## config.mk

```make
export PLATFORM = sky130hd
export DESIGN_NAME = kbd_mouse_wake_isolation
export DESIGN_NICKNAME = d
export VERILOG_FILES = /design/src/kbd_wake_pkg.sv /design/src/kbd_mouse_wake_isolation.sv
export VERILOG_INCLUDE_DIRS = /design/src
export SDC_FILE = /design/constraint.sdc
export NUM_CORES = 1
export LEC_CHECK = 0
export BUFFER_PORTS_ARGS = -buffer_cell sky130_fd_sc_hd__buf_2
export CAP_MARGIN = 30
export CORE_MARGIN = 5
export CORE_UTILIZATION = 32
export CTS_BUF_LIST = sky130_fd_sc_hd__clkbuf_8
export DETAILED_ROUTE_END_ITERATION = 7
export SYNTH_ARGS = -nofsm -noshare
export SYNTH_HDL_FRONTEND = slang
export SYNTH_SLANG_ARGS = --single-unit
```

## constraint.sdc

```tcl
create_clock -name i_clk_sys -period 1.3 [get_ports i_clk_sys]
set_input_delay 0.065 -clock i_clk_sys [delete_from_list [all_inputs] [get_ports i_clk_sys]]
set_output_delay 0.065 -clock i_clk_sys [all_outputs]
set_load 0.005 [all_outputs]
```

## src/kbd_wake_map.svh

```systemverilog
// Operation
// mouse irq: raw AND latch, or latch only
// keyboard irq: raw AND latch, or latch
// four events set own wake status bits
// wake needs status, own enable, global enable
// irq wakes need main power; data always
// mouse isolation blocks lines into controller
// keyboard isolation blocks lines into controller
// isolation bits cleared by standby reset only
// bit six holds controller reset, no self-clear
// software resets controller after isolated sleep
// data line low sets status despite isolation
// wake enables kept, standby reset clears them
// software clears data status after power-up
// software clears enables before main power loss
// hardware reset drives lines low, clears status; wake status here clears on standby reset only
// data lines synchronised, falling edge sets bit
`ifndef KBD_WAKE_MAP_SVH
`define KBD_WAKE_MAP_SVH
// Register offsets
`define OFS_KBC_SOFT_RESET 8'h2c
`define OFS_WAKE_CONTROL 8'hf0
`define OFS_WAKE_STATUS 8'h30
`define OFS_WAKE_ENABLE 8'h31
`define OFS_GLOBAL_ENABLE 8'h32
`define OFS_IRQ_MASK 8'h33
// Field positions in the soft reset and control registers
`define BIT_KBC_RESET 6
`define BIT_KBD_LATCH_SEL 3
`define BIT_MOUSE_LATCH_SEL 4
`define BIT_KBD_ISO 5
`define BIT_MOUSE_ISO 6
// Field positions in wake status, enable and mask
`define BIT_WAKE_KBD_IRQ 0
`define BIT_WAKE_MOUSE_IRQ 1
`define BIT_WAKE_KBD_DATA 3
`define BIT_WAKE_MOUSE_DATA 4
`define WAKE_IMPL_MASK 8'h1b
// Reset values
`define RST_BYTE 8'h00
`endif

```

## src/kbd_wake_pkg.sv

```systemverilog
package kbd_wake_pkg;
  // State kept alive on the standby supply
  typedef struct packed {
    logic [1:0] kd_sync; // Keyboard data synchroniser
    logic [1:0] md_sync; // Mouse data synchroniser
    logic [1:0] kc_sync; // Keyboard clock synchroniser
    logic [1:0] mc_sync; // Mouse clock synchroniser
    logic [1:0] pg_sync; // Main power good synchroniser
    logic kd_prev; // Last synced keyboard data
    logic md_prev; // Last synced mouse data
    logic kbd_iso; // Keyboard isolation
    logic mouse_iso; // Mouse isolation
    logic [7:0] wake_status; // Sticky wake status
    logic [7:0] wake_enable; // Per-event wake enables
    logic global_wake_enable; // Global wake enable
  } standby_state_t;
  // State on the main supply
  typedef struct packed {
    logic [7:0] soft_reset_ctl; // Controller soft reset byte
    logic [7:0] ctl_misc; // Other control bits
    logic kbd_irq_latch; // Latched keyboard irq
    logic mouse_irq_latch; // Latched mouse irq
    logic kbd_irq_prev; // Last raw keyboard irq
    logic mouse_irq_prev; // Last raw mouse irq
    logic [7:0] irq_mask; // Interrupt mask
    logic [7:0] rdata; // Read data
    logic rst_hold; // First cycle after reset
  } main_state_t;
endpackage
```

## src/kbd_mouse_wake_isolation.sv

```systemverilog
`include "kbd_wake_map.svh"
module kbd_mouse_wake_isolation
  import kbd_wake_pkg::*;
(
  input wire logic i_clk_sys, // System clock, 100 MHz
  input wire logic i_reset_n, // Main supply reset
  input wire logic i_standby_reset_n, // Standby supply power-on reset
  input wire logic i_main_power_good, // Main supply present, async
  input wire logic [7:0] i_addr, // Register address
  input wire logic [7:0] i_wdata, // Register write data
  input wire logic i_wr, // Write strobe
  input wire logic i_rd, // Read strobe
  output logic [7:0] o_rdata, // Read data, cycle after strobe
  input wire logic i_kbc_kbd_irq, // Raw controller keyboard irq
  input wire logic i_kbc_mouse_irq, // Raw controller mouse irq
  input wire logic i_kbd_irq_clr, // Clears keyboard irq latch
  input wire logic i_mouse_irq_clr, // Clears mouse irq latch
  output logic o_kbd_irq, // Keyboard irq to host
  output logic o_mouse_irq, // Mouse irq to host
  input wire logic i_kbc_kbd_clock_pull, // Controller pulls kbd clock low
  input wire logic i_kbc_kbd_data_pull, // Controller pulls kbd data low
  input wire logic i_kbc_mouse_clock_pull, // Controller pulls mouse clock low
  input wire logic i_kbc_mouse_data_pull, // Controller pulls mouse data low
  output logic o_kbc_kbd_clock, // Keyboard clock to controller
  output logic o_kbc_kbd_data, // Keyboard data to controller
  output logic o_kbc_mouse_clock, // Mouse clock to controller
  output logic o_kbc_mouse_data, // Mouse data to controller
  output logic o_kbc_reset_n, // Controller reset, low active
  input wire logic i_kbd_clock_line, // Keyboard clock pin level
  input wire logic i_kbd_data_line, // Keyboard data pin level
  input wire logic i_mouse_clock_line, // Mouse clock pin level
  input wire logic i_mouse_data_line, // Mouse data pin level
  output logic o_kbd_clock_line, // Keyboard clock pin drive value
  output logic o_kbd_clock_line_oe_n, // Keyboard clock drive enable
  output logic o_kbd_data_line, // Keyboard data pin drive value
  output logic o_kbd_data_line_oe_n, // Keyboard data drive enable
  output logic o_mouse_clock_line, // Mouse clock pin drive value
  output logic o_mouse_clock_line_oe_n, // Mouse clock drive enable
  output logic o_mouse_data_line, // Mouse data pin drive value
  output logic o_mouse_data_line_oe_n, // Mouse data drive enable
  output logic o_wake_event_out_n, // Wake event, low active
  output logic o_irq // Level interrupt to software
);

  standby_state_t sb_reg; // Standby state
  standby_state_t sb_next; // Next standby state
  main_state_t mn_reg; // Main state
  main_state_t mn_next; // Next main state
  logic wr_ctl; // Write to control register
  logic wr_status; // Write to wake status
  logic kbd_irq_rise; // Raw keyboard irq edge
  logic mouse_irq_rise; // Raw mouse irq edge
  logic [7:0] wake_set; // Wake events this cycle
  logic [7:0] wake_clr; // Status bits cleared by software
  logic wake_active; // Any enabled status set

  // Decoded write strobes shared by both supplies
  assign wr_ctl = i_wr && (i_addr == `OFS_WAKE_CONTROL);
  assign wr_status = i_wr && (i_addr == `OFS_WAKE_STATUS);
  assign wake_clr = wr_status ? i_wdata : `RST_BYTE;

  // Raw irq edges from the controller
  assign kbd_irq_rise = i_kbc_kbd_irq && !mn_reg.kbd_irq_prev;
  assign mouse_irq_rise = i_kbc_mouse_irq && !mn_reg.mouse_irq_prev;

  // Wake events: irq sources only with main power
  always_comb begin
    wake_set = `RST_BYTE;
    // Irq wakes gated by synced main power
    wake_set[`BIT_WAKE_KBD_IRQ] = kbd_irq_rise && sb_reg.pg_sync[1];
    wake_set[`BIT_WAKE_MOUSE_IRQ] = mouse_irq_rise && sb_reg.pg_sync[1];
    // Data falling edges, never blocked by isolation
    wake_set[`BIT_WAKE_KBD_DATA] = sb_reg.kd_prev && !sb_reg.kd_sync[1];
    wake_set[`BIT_WAKE_MOUSE_DATA] = sb_reg.md_prev && !sb_reg.md_sync[1];
  end

  // Standby next state
  always_comb begin
    sb_next = sb_reg;
    // Two-stage synchronisers for the pins
    sb_next.kd_sync = {sb_reg.kd_sync[0], i_kbd_data_line};
    sb_next.md_sync = {sb_reg.md_sync[0], i_mouse_data_line};
    sb_next.kc_sync = {sb_reg.kc_sync[0], i_kbd_clock_line};
    sb_next.mc_sync = {sb_reg.mc_sync[0], i_mouse_clock_line};
    sb_next.pg_sync = {sb_reg.pg_sync[0], i_main_power_good};
    // Edge history from the second stage only
    sb_next.kd_prev = sb_reg.kd_sync[1];
    sb_next.md_prev = sb_reg.md_sync[1];
    // Isolation bits live on standby
    if (wr_ctl) begin
      sb_next.kbd_iso = i_wdata[`BIT_KBD_ISO];
      sb_next.mouse_iso = i_wdata[`BIT_MOUSE_ISO];
    end
    // Enables kept on standby
    if (i_wr && (i_addr == `OFS_WAKE_ENABLE)) begin
      sb_next.wake_enable = i_wdata & `WAKE_IMPL_MASK;
    end
    // Global enable
    if (i_wr && (i_addr == `OFS_GLOBAL_ENABLE)) begin
      sb_next.global_wake_enable = i_wdata[0];
    end
    // Sticky status: a new event beats a clear
    sb_next.wake_status = (sb_reg.wake_status & ~wake_clr) | wake_set;
  end

  // Standby registers, cleared only by standby reset
  always_ff @(posedge i_clk_sys or negedge i_standby_reset_n) begin
    if (!i_standby_reset_n) begin
      sb_reg <= '0;
      sb_reg.kd_sync <= 2'h3;
      sb_reg.md_sync <= 2'h3;
      sb_reg.kc_sync <= 2'h3;
      sb_reg.mc_sync <= 2'h3;
      sb_reg.kd_prev <= 1'h1;
      sb_reg.md_prev <= 1'h1;
    end else begin
      sb_reg <= sb_next;
    end
  end

  // Main next state and register read mux
  always_comb begin
    mn_next = mn_reg;
    mn_next.rst_hold = 1'b0;
    mn_next.kbd_irq_prev = i_kbc_kbd_irq;
    mn_next.mouse_irq_prev = i_kbc_mouse_irq;
    // Irq latches set on raw edge, clear wins only alone
    if (i_kbd_irq_clr) begin
      mn_next.kbd_irq_latch = 1'b0;
    end
    if (kbd_irq_rise) begin
      mn_next.kbd_irq_latch = 1'b1;
    end
    if (i_mouse_irq_clr) begin
      mn_next.mouse_irq_latch = 1'b0;
    end
    if (mouse_irq_rise) begin
      mn_next.mouse_irq_latch = 1'b1;
    end
    // Control and soft reset writes
    if (wr_ctl) begin
      mn_next.ctl_misc = i_wdata;
    end
    if (i_wr && (i_addr == `OFS_KBC_SOFT_RESET)) begin
      mn_next.soft_reset_ctl = i_wdata;
    end
    if (i_wr && (i_addr == `OFS_IRQ_MASK)) begin
      mn_next.irq_mask = i_wdata & `WAKE_IMPL_MASK;
    end
    // Read data for the next cycle, unmapped reads zero
    mn_next.rdata = `RST_BYTE;
    if (i_rd) begin
      unique case (i_addr)
        `OFS_KBC_SOFT_RESET: begin
          mn_next.rdata = mn_reg.soft_reset_ctl;
        end
        `OFS_WAKE_CONTROL: begin
          mn_next.rdata = mn_reg.ctl_misc;
          mn_next.rdata[`BIT_KBD_ISO] = sb_reg.kbd_iso;
          mn_next.rdata[`BIT_MOUSE_ISO] = sb_reg.mouse_iso;
        end
        `OFS_WAKE_STATUS: begin
          mn_next.rdata = sb_reg.wake_status;
        end
        `OFS_WAKE_ENABLE: begin
          mn_next.rdata = sb_reg.wake_enable;
        end
        `OFS_GLOBAL_ENABLE: begin
          mn_next.rdata = {7'h00, sb_reg.global_wake_enable};
        end
        `OFS_IRQ_MASK: begin
          mn_next.rdata = mn_reg.irq_mask;
        end
        default: begin
          mn_next.rdata = `RST_BYTE;
        end
      endcase
    end
  end

  // Main registers, cleared by main reset
  always_ff @(posedge i_clk_sys or negedge i_reset_n) begin
    if (!i_reset_n) begin
      mn_reg <= '0;
      mn_reg.rst_hold <= 1'b1;
    end else begin
      mn_reg <= mn_next;
    end
  end

  // Interrupt select: AND with latch, or latch alone
  always_comb begin
    if (mn_reg.ctl_misc[`BIT_KBD_LATCH_SEL]) begin
      o_kbd_irq = mn_reg.kbd_irq_latch;
    end else begin
      o_kbd_irq = i_kbc_kbd_irq && mn_reg.kbd_irq_latch;
    end
    if (mn_reg.ctl_misc[`BIT_MOUSE_LATCH_SEL]) begin
      o_mouse_irq = mn_reg.mouse_irq_latch;
    end else begin
      o_mouse_irq = i_kbc_mouse_irq && mn_reg.mouse_irq_latch;
    end
  end

  // Lines into the controller read idle high when isolated
  assign o_kbc_kbd_clock = sb_reg.kc_sync[1] || sb_reg.kbd_iso;
  assign o_kbc_kbd_data = sb_reg.kd_sync[1] || sb_reg.kbd_iso;
  assign o_kbc_mouse_clock = sb_reg.mc_sync[1] || sb_reg.mouse_iso;
  assign o_kbc_mouse_data = sb_reg.md_sync[1] || sb_reg.mouse_iso;

  // Controller held in reset by hardware reset or soft bit
  assign o_kbc_reset_n = !mn_reg.rst_hold && !mn_reg.soft_reset_ctl[`BIT_KBC_RESET];

  // Open-drain pins pull low during reset or on request
  assign o_kbd_clock_line = 1'b0;
  assign o_kbd_data_line = 1'b0;
  assign o_mouse_clock_line = 1'b0;
  assign o_mouse_data_line = 1'b0;
  assign o_kbd_clock_line_oe_n = !(mn_reg.rst_hold || i_kbc_kbd_clock_pull);
  assign o_kbd_data_line_oe_n = !(mn_reg.rst_hold || i_kbc_kbd_data_pull);
  assign o_mouse_clock_line_oe_n = !(mn_reg.rst_hold || i_kbc_mouse_clock_pull);
  assign o_mouse_data_line_oe_n = !(mn_reg.rst_hold || i_kbc_mouse_data_pull);

  // Wake output and software interrupt
  assign wake_active = |(sb_reg.wake_status & sb_reg.wake_enable);
  assign o_wake_event_out_n = !(wake_active && sb_reg.global_wake_enable);
  assign o_irq = |(sb_reg.wake_status & mn_reg.irq_mask);
  assign o_rdata = mn_reg.rdata;
endmodule

```

# Word level (Yosys, flattened, before mapping)
# Index checks and enable logic that the tools add are counted.
word_totals:
  in_bits: 34
  elab_cells: 80
  out_inout_bits: 25
  register_bits: 60
op_classes:
  n_eq_ne: 6
  bitwise: 5
  muxes: 9
  reduce_logical: 39
ops:
  columns: ["op", "n"]
  rows:
  - ["8-bit case mux with 6 select lines", 1]
  - ["8-bit by 6-bit equality test with 1-bit output (second input constant)", 5]
  - ["8-bit by 5-bit bitwise AND with 8-bit output", 2]
  - ["1-bit logical AND", 16]
  - ["8-bit 2-to-1 mux", 2]
  - ["8-bit OR reduction", 2]
  - ["1-bit zero test", 11]
  - ["8-bit bitwise AND", 1]
  - ["8-bit equality test (second input constant)", 1]
  - ["1-bit logical OR", 8]
  - ["8-bit NOT", 1]
  - ["8-bit by 5-bit bitwise OR with 8-bit output", 1]
  - ["1-bit 2-to-1 mux", 6]
  - ["2-bit nonzero test", 2]

# Depth between registers and ports, before layout
# Gate-level depths: netlist (run 1).
logic_depth:
  word_depth: 6
  ltp_mapped: 6
  mapped_depth_nobuf: 4

# Worst setup path before layout (run 1)
# Ideal clock, no wire load.
synth_path:
  path_type: "input port to flip-flop"
  start: "in i_addr[7]"
  end: "reg mn_reg[29] (netlist name)"
  arrival_ns: 1.312
  n_path_buf: 1
  stages: 4
  slack_ns: -0.137
  setup_time_ns: 0.125
  required_ns: 1.175
  cell_sequence: "or3b_4 -> or4_1 -> buf_6 -> mux2_4"
synth_between:
  elab_chain_len: 2
synth_lines:
  columns: ["element", "line_no", "source"]
  rows:
  - ["from (decl)", "kbd_mouse_wake_isolation.sv:9", "input wire logic [7:0] i_addr,"]
  - ["8-bit by 6-bit equality test with 1-bit output", null, null]
  - ["1-bit logical AND", "kbd_mouse_wake_isolation.sv:144", "if (i_wr && (i_addr == `OFS_KBC_SOFT_RESET)) begin"]
  - ["to (signal assigned)", "kbd_mouse_wake_isolation.sv:187", "mn_reg <= mn_next;"]
  - ["to (decl)", "kbd_mouse_wake_isolation.sv:47", "main_state_t mn_reg;"]
# No other way between the ends.
# A chain may end at the register's enable or synchronous reset.

# Final worst setup path (run 1)
layout_path:
  start: "reg sb_reg[13] (netlist name)"
  end: "out o_wake_event_out_n"
layout_between:
  elab_chain_len: 4
layout_lines:
  columns: ["element", "line_no", "source"]
  rows:
  - ["from (decl)", "kbd_mouse_wake_isolation.sv:45", "standby_state_t sb_reg;"]
  - ["from (signal assigned)", "kbd_mouse_wake_isolation.sv:117", "sb_reg <= sb_next;"]
  - ["8-bit by 5-bit bitwise AND with 8-bit output", "kbd_mouse_wake_isolation.sv:225", "assign wake_active = |(sb_reg.wake_status & sb_reg.wake_enable);"]
  - ["8-bit OR reduction", "kbd_mouse_wake_isolation.sv:225", null]
  - ["1-bit logical AND", "kbd_mouse_wake_isolation.sv:226", "assign o_wake_event_out_n = !(wake_active && sb_reg.global_wake_enable);"]
  - ["1-bit zero test", "kbd_mouse_wake_isolation.sv:226", null]
  - ["to (decl)", "kbd_mouse_wake_isolation.sv:41", "output logic o_wake_event_out_n,"]
# No other way between the ends.

==> impl_summary.log, run 1 <==
INFO  metric run_status = finished with violations
INFO  metric violations = negative setup slack
INFO  metric clkSlewWorstSetupHoldPaths = 0.06 ns
INFO  metric syn_avg_cell_area = about 13 sq um
INFO  metric routed-via-count = roughly 1900
INFO  metric crit_path_end_kind = output port
INFO  metric setup_viol_count_final = 1
INFO  metric design.final.nets = 331
INFO  metric grt_first_pass_wirelength = 9922 um
INFO  metric timing.hold.worst_path_depth = 3
INFO  metric post_drt_via_cell_ratio = 4.579
INFO  metric clock_latency = ~0.33 ns
INFO  metric cts_max_level = 3
INFO  metric multi_input_comb_area = 963.4 sq um
INFO  metric die_h = 99.23 um
INFO  metric drt_drc_violations_left = 0
INFO  metric syn_area = 2547 sq um
INFO  metric dp_hpwl = between 4000 and 5000 um
INFO  metric max_fo_critical_path = 4
INFO  metric grt_pass1_vias = 1956
INFO  metric met1_capacity_usage_during_global_routing = 0.1649
INFO  metric rrSetupSlack = 0.11 ns
INFO  metric min_path_type = input port to register
INFO  metric clock-sinks = 58
INFO  metric power.ir.vdd_worst = 722.3 uV
INFO  metric tightestPinTransition = 0.5965 ns
INFO  metric wl_per_cell = roughly 14 um
INFO  metric hold_end = mn_reg[19]
INFO  metric grt_setup_unrepaired = yes
INFO  metric crit_path_start_kind = register
INFO  metric layout.cells.most_common = sky130_fd_sc_hd__buf_2
INFO  metric fin_worst_skew = around 0.0048 ns
INFO  metric regToRegStartpoint = sb_reg[18]
INFO  metric crit_type = register to output port
INFO  metric route.antenna.remaining_nets = 0
INFO  metric post_synth_inst_count = 203
INFO  metric count_of_boundary_i_o_pins = between 50 and 60
INFO  metric coreArea = a little under 8000 sq um
INFO  metric global_route.peak_usage_layer = met2
INFO  metric design.die.area = 9846 sq um
INFO  metric timing.critical_path.required = 1.24 ns
INFO  metric ys_seq_elements = 58
INFO  metric first_drt_iteration_drcs = 143
INFO  metric drt-pass1-iter-count = 4
INFO  metric fraction_of_final_layout_cells_sized_beyond_drive_strength_1 = 0.4868
INFO  metric layout.filler_cells = 748
INFO  metric ys_seq_area_frac = 0.5751
INFO  metric maxSlewViolCount = 0
INFO  metric globalRoute.totalOverflow = 0
INFO  metric power.total = 0.003998 W
INFO  metric fin_worst_hold_slack = about 0.012 ns
INFO  metric hp-start = i_mouse_irq_clr
INFO  metric synth_ff_type = sky130_fd_sc_hd__dfrtp_1
INFO  metric total_leakage_power = 1.702 nW
INFO  metric place_congestion = 0.7966
INFO  metric placement.io_buffers = 54
INFO  metric antenna_found_initial = 0
INFO  metric timing.setup.tns = -0.006202 ns
INFO  metric insertedDiodeCount = 0
INFO  metric worst_r2r_path_depth = 5
INFO  metric yosys_warnings = 0
INFO  metric number_of_synthesized_flops_with_an_enable_pin = 0
INFO  metric global_route.usage.total = 0.1284
INFO  metric largest_register_ff_count = 23
INFO  metric start_util = 0.3297
INFO  metric core.rowCount = 32
INFO  metric clockRootBuffer = sky130_fd_sc_hd__clkbuf_8
INFO  metric count_of_unique_library_cells_instantiated_by_yosys = 36
INFO  metric critPathArrivalTime = 1.24 ns
INFO  metric final_cell_mix = 54 x sky130_fd_sc_hd__buf_2, 47 x sky130_fd_sc_hd__dfrtp_1, 27 x sky130_fd_sc_hd__buf_4, 17 x sky130_fd_sc_hd__mux2_2, 16 x sky130_fd_sc_hd__nor2_1
INFO  metric final_min_period_over_clock_period = 1.005
INFO  metric synthToLayoutAreaGrowth = 35.95%
INFO  metric power_density = 1154 nW/um^2
INFO  metric synth-async-reset-ratio = 1.000
INFO  metric clk_path_buf_depth = 2
INFO  metric use_met2 = 0.2004
INFO  metric max_slew_margin = 0.6023
INFO  metric setup_ws = -0.006202 ns
INFO  metric seq_area = between 1000 and 1500 sq um
INFO  metric cts_tree = yes
INFO  metric dieWidth = about 99 um
INFO  metric routed_wl = a little under 6000 um
INFO  metric hold_violations = 0
INFO  metric max_cap_viol_count = 0
INFO  metric gr-usage-met3 = 0.04488
INFO  metric fmax = 765.6 MHz
INFO  metric cts_made_buffers = 9
INFO  metric pin_count_of_the_biggest_net_entering_global_routing = 28
INFO  metric final_min_period = 1.306 ns
INFO  metric crit-reg2reg-capture = o_rdata[5]
synth_stat cells (all sizes together), types with 2 or more instances:
master	n	area, sq um
dfstp	11	289.0
clkbuf	4	15.01
a22o	10	87.58
o21a	2	15.01
buf	15	111.4
mux2	25	311.6
and2	2	12.51
nand3	4	20.02
a22oi	10	75.07
a21oi	7	35.03
a21boi	4	30.03
dfrtp	47	1176
inv	7	26.28
nor3	2	10.01
nor2	16	60.06
nor4	2	33.78
nand2	11	41.29
nor4b	2	23.77
or2	5	31.28
o21ai	4	20.02
a32o	2	20.02
nand2b	3	18.77
what timing repair did:
action / CTS / global route
buffers inserted: 1 / 4
setup endpoints to repair: 1 / 6
pin swaps: 2 / 3
endpoints found under the hold margin: 67 / 0
hold buffers: 14 / 0
gates resized for setup: 1 / 1
cells by family after synthesis:
group	Yosys count	synth area share
compound gates	40	0.1159
flops	58	0.5751
simple gates	52	0.1164
other cells	1	0.001472
buf+inv	26	0.05992
mux	26	0.1311
through the flow:
stage                       util  setup slack, ns  area (sq um)  cells
after detailed placement  0.3978          -0.2577          3074    369
final                     0.4482        -0.006202          3463    404
after CTS                 0.4438         -0.05396          3430    400
after floorplan                -          -0.1348          2579    207
after global routing      0.4482         -0.07211          3463    404
after global placement    0.3978          -0.2477          3074    369
worst max-delay path, cell delays in order (launching register included):
cell and delay (ns):
sky130_fd_sc_hd__dfrtp_1 0.41, sky130_fd_sc_hd__a22o_1 0.27, sky130_fd_sc_hd__o21ai_2 0.11, sky130_fd_sc_hd__buf_2 0.12
worst max-delay path by stage:
stage,cells past startpoint,startpoint,to
2_1_floorplan,4,i_addr[7],mn_reg[29]
3_3_place_gp,4,i_addr[7],mn_reg[36]
3_5_place_dp,4,i_addr[7],mn_reg[32]
4_1_cts,3,sb_reg[13],o_wake_event_out_n
5_1_grt,3,sb_reg[13],o_wake_event_out_n
6_report,3,sb_reg[13],o_wake_event_out_n
power breakdown:
part / internal, W / total [W] / switching [W] / leakage [nW]
clock: 0.00102 / 0.00169 / 0.000669 / 0.115
combinational: 0.000208 / 0.000377 / 0.000169 / 0.853
sequential: 0.00189 / 0.00193 / 0.0000404 / 0.734
total: 0.00312 / 0.00400 / 0.000878 / 1.70
area by class of cell:
cell class,instances,area share
clock buffers,12,0.04769
clock inverters,4,0.01228
inverters,7,0.007587
well taps,102,0.03685
repair buffers,98,0.1944
flip-flops and latches,58,0.4231
multi-input cells,123,0.2782
metal layers:
metal / wire (um) / up-vias / part of all wire
met1: 2628 / 896 / 0.45
met5: 0 / - / 0
met4: 34 / 0 / 0.0058
met2: 2751 / 60 / 0.47
met3: 401 / 5 / 0.069
li1: - / 889 / -
(Power assumes the default switching activity.)
==> run 2, diff against run 1 <==
ABC_AREA = 1   (was not set)
clock period = 1.2 ns   (was 1.3 ns; I/O delays follow)
==> impl_summary.log, run 2 <==
INFO  metric critPathTopFamily = flip-flops
INFO  metric drt-pass1-iter-count = 4 (unchanged)
INFO  metric ys_seq_area_frac = 0.5616 (-0.01352)
INFO  metric min_path_type = input port to register
INFO  metric crit_slowest_cell = sky130_fd_sc_hd__dfrtp_1
INFO  metric largest_register_ff_count = 23 (unchanged)
INFO  metric count_of_unique_library_cells_instantiated_by_yosys = 23 (-36%)
INFO  metric yosys.area.top_type = sky130_fd_sc_hd__dfrtp_1
INFO  metric synth.top_cell.area_share = 0.4508 (-0.01085)
INFO  metric final_min_period_over_clock_period = 1.088
INFO  metric power.ir.vdd_worst = 723.1 uV (+0.11%)
INFO  metric post_drt_via_cell_ratio = 4.329 (-5.5%)
INFO  metric synthToLayoutAreaGrowth = 33.29%
INFO  metric pre_cts_ws = -0.02702 ns (+0.2306 ns)
INFO  metric max_fo_critical_path = 3 (-1)
INFO  metric setup_ws = -0.1059 ns (-0.09965 ns)
INFO  metric grt_first_pass_wirelength = 10090 um (+1.7%)
INFO  metric yosys_warnings = 0 (unchanged)
INFO  metric dieWidth = 100.3 um (+1.1%)
INFO  metric cp_num_buf_inv = 1 (unchanged)
INFO  metric crit_path_start_kind = register
INFO  metric cts_tree = yes
INFO  metric max_cap_viol_count = 0 (unchanged)
INFO  metric timing.hold.worst_path_depth = 4 (+1)
INFO  metric fin_worst_hold_slack = 0.1067 ns (+0.09519 ns)
INFO  metric post_synth_inst_count = 297 (+46%)
INFO  metric post-route-cell-area = 3477 sq um (+0.40%)
INFO  metric first_drt_iteration_drcs = 132 (-7.7%)
INFO  metric routed-via-count = 2147 (+16%)
INFO  metric met1_capacity_usage_during_global_routing = 0.1770 (+0.01207)
INFO  metric dp_hpwl = 4477 um (+2.6%)
INFO  metric syn_area = 2609 sq um (+2.4%)
INFO  metric grt_pass1_vias = 2119 (+8.3%)
INFO  metric design.final.nets = 420 (+27%)
INFO  metric final_min_period = between 1 and 1.5 ns
INFO  metric final_cell_mix = 70 x sky130_fd_sc_hd__nand2_1, 53 x sky130_fd_sc_hd__buf_2, 47 x sky130_fd_sc_hd__dfrtp_1, 37 x sky130_fd_sc_hd__inv_1, 35 x sky130_fd_sc_hd__nand3_1
INFO  metric wl_per_cell = 12.21 um (-15%)
INFO  metric timing.critical_path.required = 1.14 ns (-0.10 ns)
INFO  metric final-instance-count-excl-fill = 496 (+23%)
INFO  metric die_h = 100.3 um (+1.1%)
INFO  metric synth_cell_count_leaders = 72 x sky130_fd_sc_hd__nand2_1, 47 x sky130_fd_sc_hd__dfrtp_1, 37 x sky130_fd_sc_hd__inv_1, 35 x sky130_fd_sc_hd__nand3_1, 30 x sky130_fd_sc_hd__o21ai_0
INFO  metric syn_avg_cell_area = 8.784 sq um (-30%)
INFO  metric number_of_synthesized_flops_with_an_enable_pin = 0 (unchanged)
INFO  metric insertedDiodeCount = 0 (unchanged)
INFO  metric crit-reg2reg-capture = o_rdata[5]
INFO  metric place_area = 3019 sq um (-1.8%)
INFO  metric hold_violations = 0 (unchanged)
INFO  metric count_of_boundary_i_o_pins = 59 (unchanged)
INFO  metric cts_made_buffers = 9 (unchanged)
INFO  metric cts_max_level = 3 (unchanged)
INFO  metric fin_worst_skew = 0.007706 ns (+0.002947 ns)
INFO  metric power_density = 1253 nW/um^2 (+8.6%)
INFO  metric maxSlewViolCount = 0 (unchanged)
INFO  metric grt_setup_unrepaired = yes
INFO  metric tightestPinTransition = 0.6174 ns (+0.02091 ns)
INFO  metric crit_type = register to output port
INFO  metric globalRoute.totalOverflow = 0 (unchanged)
INFO  metric critPathArrivalTime = 1.25 ns (about the same)
INFO  metric ys_seq_elements = 58 (unchanged)
INFO  metric clock_latency = 0.34 ns (about the same)
INFO  metric global_route.usage.total = 0.1314 (+0.002969)
INFO  metric global_route.peak_usage_layer = met2
INFO  metric fmax = 765.8 MHz
INFO  metric worst_r2r_path_depth = 6 (+1)
INFO  metric clkSlewWorstSetupHoldPaths = 0.06 ns (about the same)
INFO  metric max_slew_margin = 0.5884 (-0.01394)
INFO  metric route.antenna.remaining_nets = 0 (unchanged)
INFO  metric synth.top_cells.by_area = sky130_fd_sc_hd__dfrtp_1 45%, sky130_fd_sc_hd__dfstp_2 11%, sky130_fd_sc_hd__nand2_1 10%
INFO  metric use_met2 = 0.1947 (-0.005714)
INFO  metric total_leakage_power = 1.790 nW (+5.1%)
INFO  metric violations = negative setup slack
INFO  metric setup_viol_count_final = 2 (+1)
INFO  metric numPlacedInstances = 457 (+24%)
INFO  metric hold_end = mn_reg[35]
INFO  metric place_congestion = 0.8548 (+7.3%)
INFO  metric critical_path.max_stage_delay = 0.40 ns (about the same)
INFO  metric clockRootBuffer = sky130_fd_sc_hd__clkbuf_8
INFO  metric rrSetupSlack = 0.24 ns (+0.13 ns)
INFO  metric layout.cells.most_common = sky130_fd_sc_hd__nand2_1
INFO  metric design.die.area = 10060 sq um (+2.2%)
INFO  metric start_util = 0.3224 (-0.007307)
INFO  metric fraction_of_final_layout_cells_sized_beyond_drive_strength_1 = 0.2967 (-0.1901)
INFO  metric timing.critical_path.cells = a22o_1 > o21ai_2 > buf_2
INFO  metric clk_path_buf_depth = 2 (unchanged)
INFO  metric run_status = finished with violations
INFO  metric pin_count_of_the_biggest_net_entering_global_routing = 32 (+14%)
INFO  metric core.rowCount = 33 (+3.1%)
INFO  metric synth-async-reset-ratio = 1.000 (unchanged)
INFO  metric gr-usage-met3 = 0.05212 (+0.007239)
INFO  metric crit_path_end_kind = output port
INFO  metric clock-sinks = 58 (unchanged)
INFO  metric coreArea = 8093 sq um (+4.7%)
INFO  metric placement.io_buffers = 54 (unchanged)
INFO  metric routed_wl = 6056 um (+4.1%)
INFO  metric drt_drc_violations_left = 0 (unchanged)
INFO  metric antenna_found_initial = 0 (unchanged)
INFO  metric synth_ff_type = sky130_fd_sc_hd__dfrtp_1
INFO  metric synth_most_common_cell = sky130_fd_sc_hd__nand2_1
INFO  metric regToRegStartpoint = sb_reg[18]
INFO  metric hp-start = i_wr
==> run 2: power breakdown <==
group / switching [W] / total [W] / internal [W]
clock network: 0.000742 / 0.00185 / 0.00111
logic: 0.000208 / 0.000400 / 0.000191
registers: 0.0000483 / 0.00211 / 0.00206
==> run 2: per-layer routing <==
metal  up-vias  part of all wire  wire length (um)
li1       1100                 -                 -
met1       964              0.46              2815
met2        71              0.44              2641
met3        12             0.085               513
met4         0             0.014                87
met5         -                 0                 0
==> run 2: layout make-up <==
type	count	area [sq um]
fill	832	4616
sequential	58	1465
inverter	38	147.6
timing repair buffer	91	636.9
clock inverter	4	42.54
multi-input combinational	188	888.4
tap	105	131.4
clock buffer	12	165.2
==> run 2: per-stage QoR <==
step	TNS [ns]	utilization	power [W]
2_1_floorplan	0	-	0.002282
3_3_place_gp	0	0.3731	0.002465
3_5_place_dp	-0.07706	0.3731	0.002474
4_1_cts	-0.2069	0.4264	0.004422
5_1_grt	-0.2548	0.4297	0.004560
6_report	-0.1215	0.4297	0.004358
==> run 2: cell families (layout without fill, tap and decap cells) <==
family | Yosys count | in the layout | synth area share
other | 1 | 5 | 0.001437
buffers and inverters | 55 | 145 | 0.1089
and+or+nand+nor | 144 | 144 | 0.2446
DFF | 58 | 58 | 0.5616
AOI/OAI and AO/OA | 39 | 39 | 0.08345
==> run 2: how the worst max path moves through the flow <==
stage,start,to,cells after the start
final,sb_reg[2],o_wake_event_out_n,3
after global routing,sb_reg[2],o_wake_event_out_n,3
after CTS,sb_reg[10],o_wake_event_out_n,3
after detailed placement,i_addr[4],mn_reg[30],8
after global placement,i_addr[1],o_rdata[1],9
after floorplan,i_wr,mn_reg[21],5
==> run 2: what timing repair did <==
item                                    CTS  global route
pin swaps                                 2             3
endpoints found under the hold margin    75             0
buffers inserted                          2             1
resized for setup                         4             7
hold buffers                             20             0
endpoints found under the setup margin    4             5
==> run 2: worst min-delay path: cells and delay by family <==
kind / cells / cell delay [ns]
buffers and inverters: 2 / 0.21
AOI/OAI and AO/OA: 1 / 0.08
and+or+nand+nor: 1 / 0.05
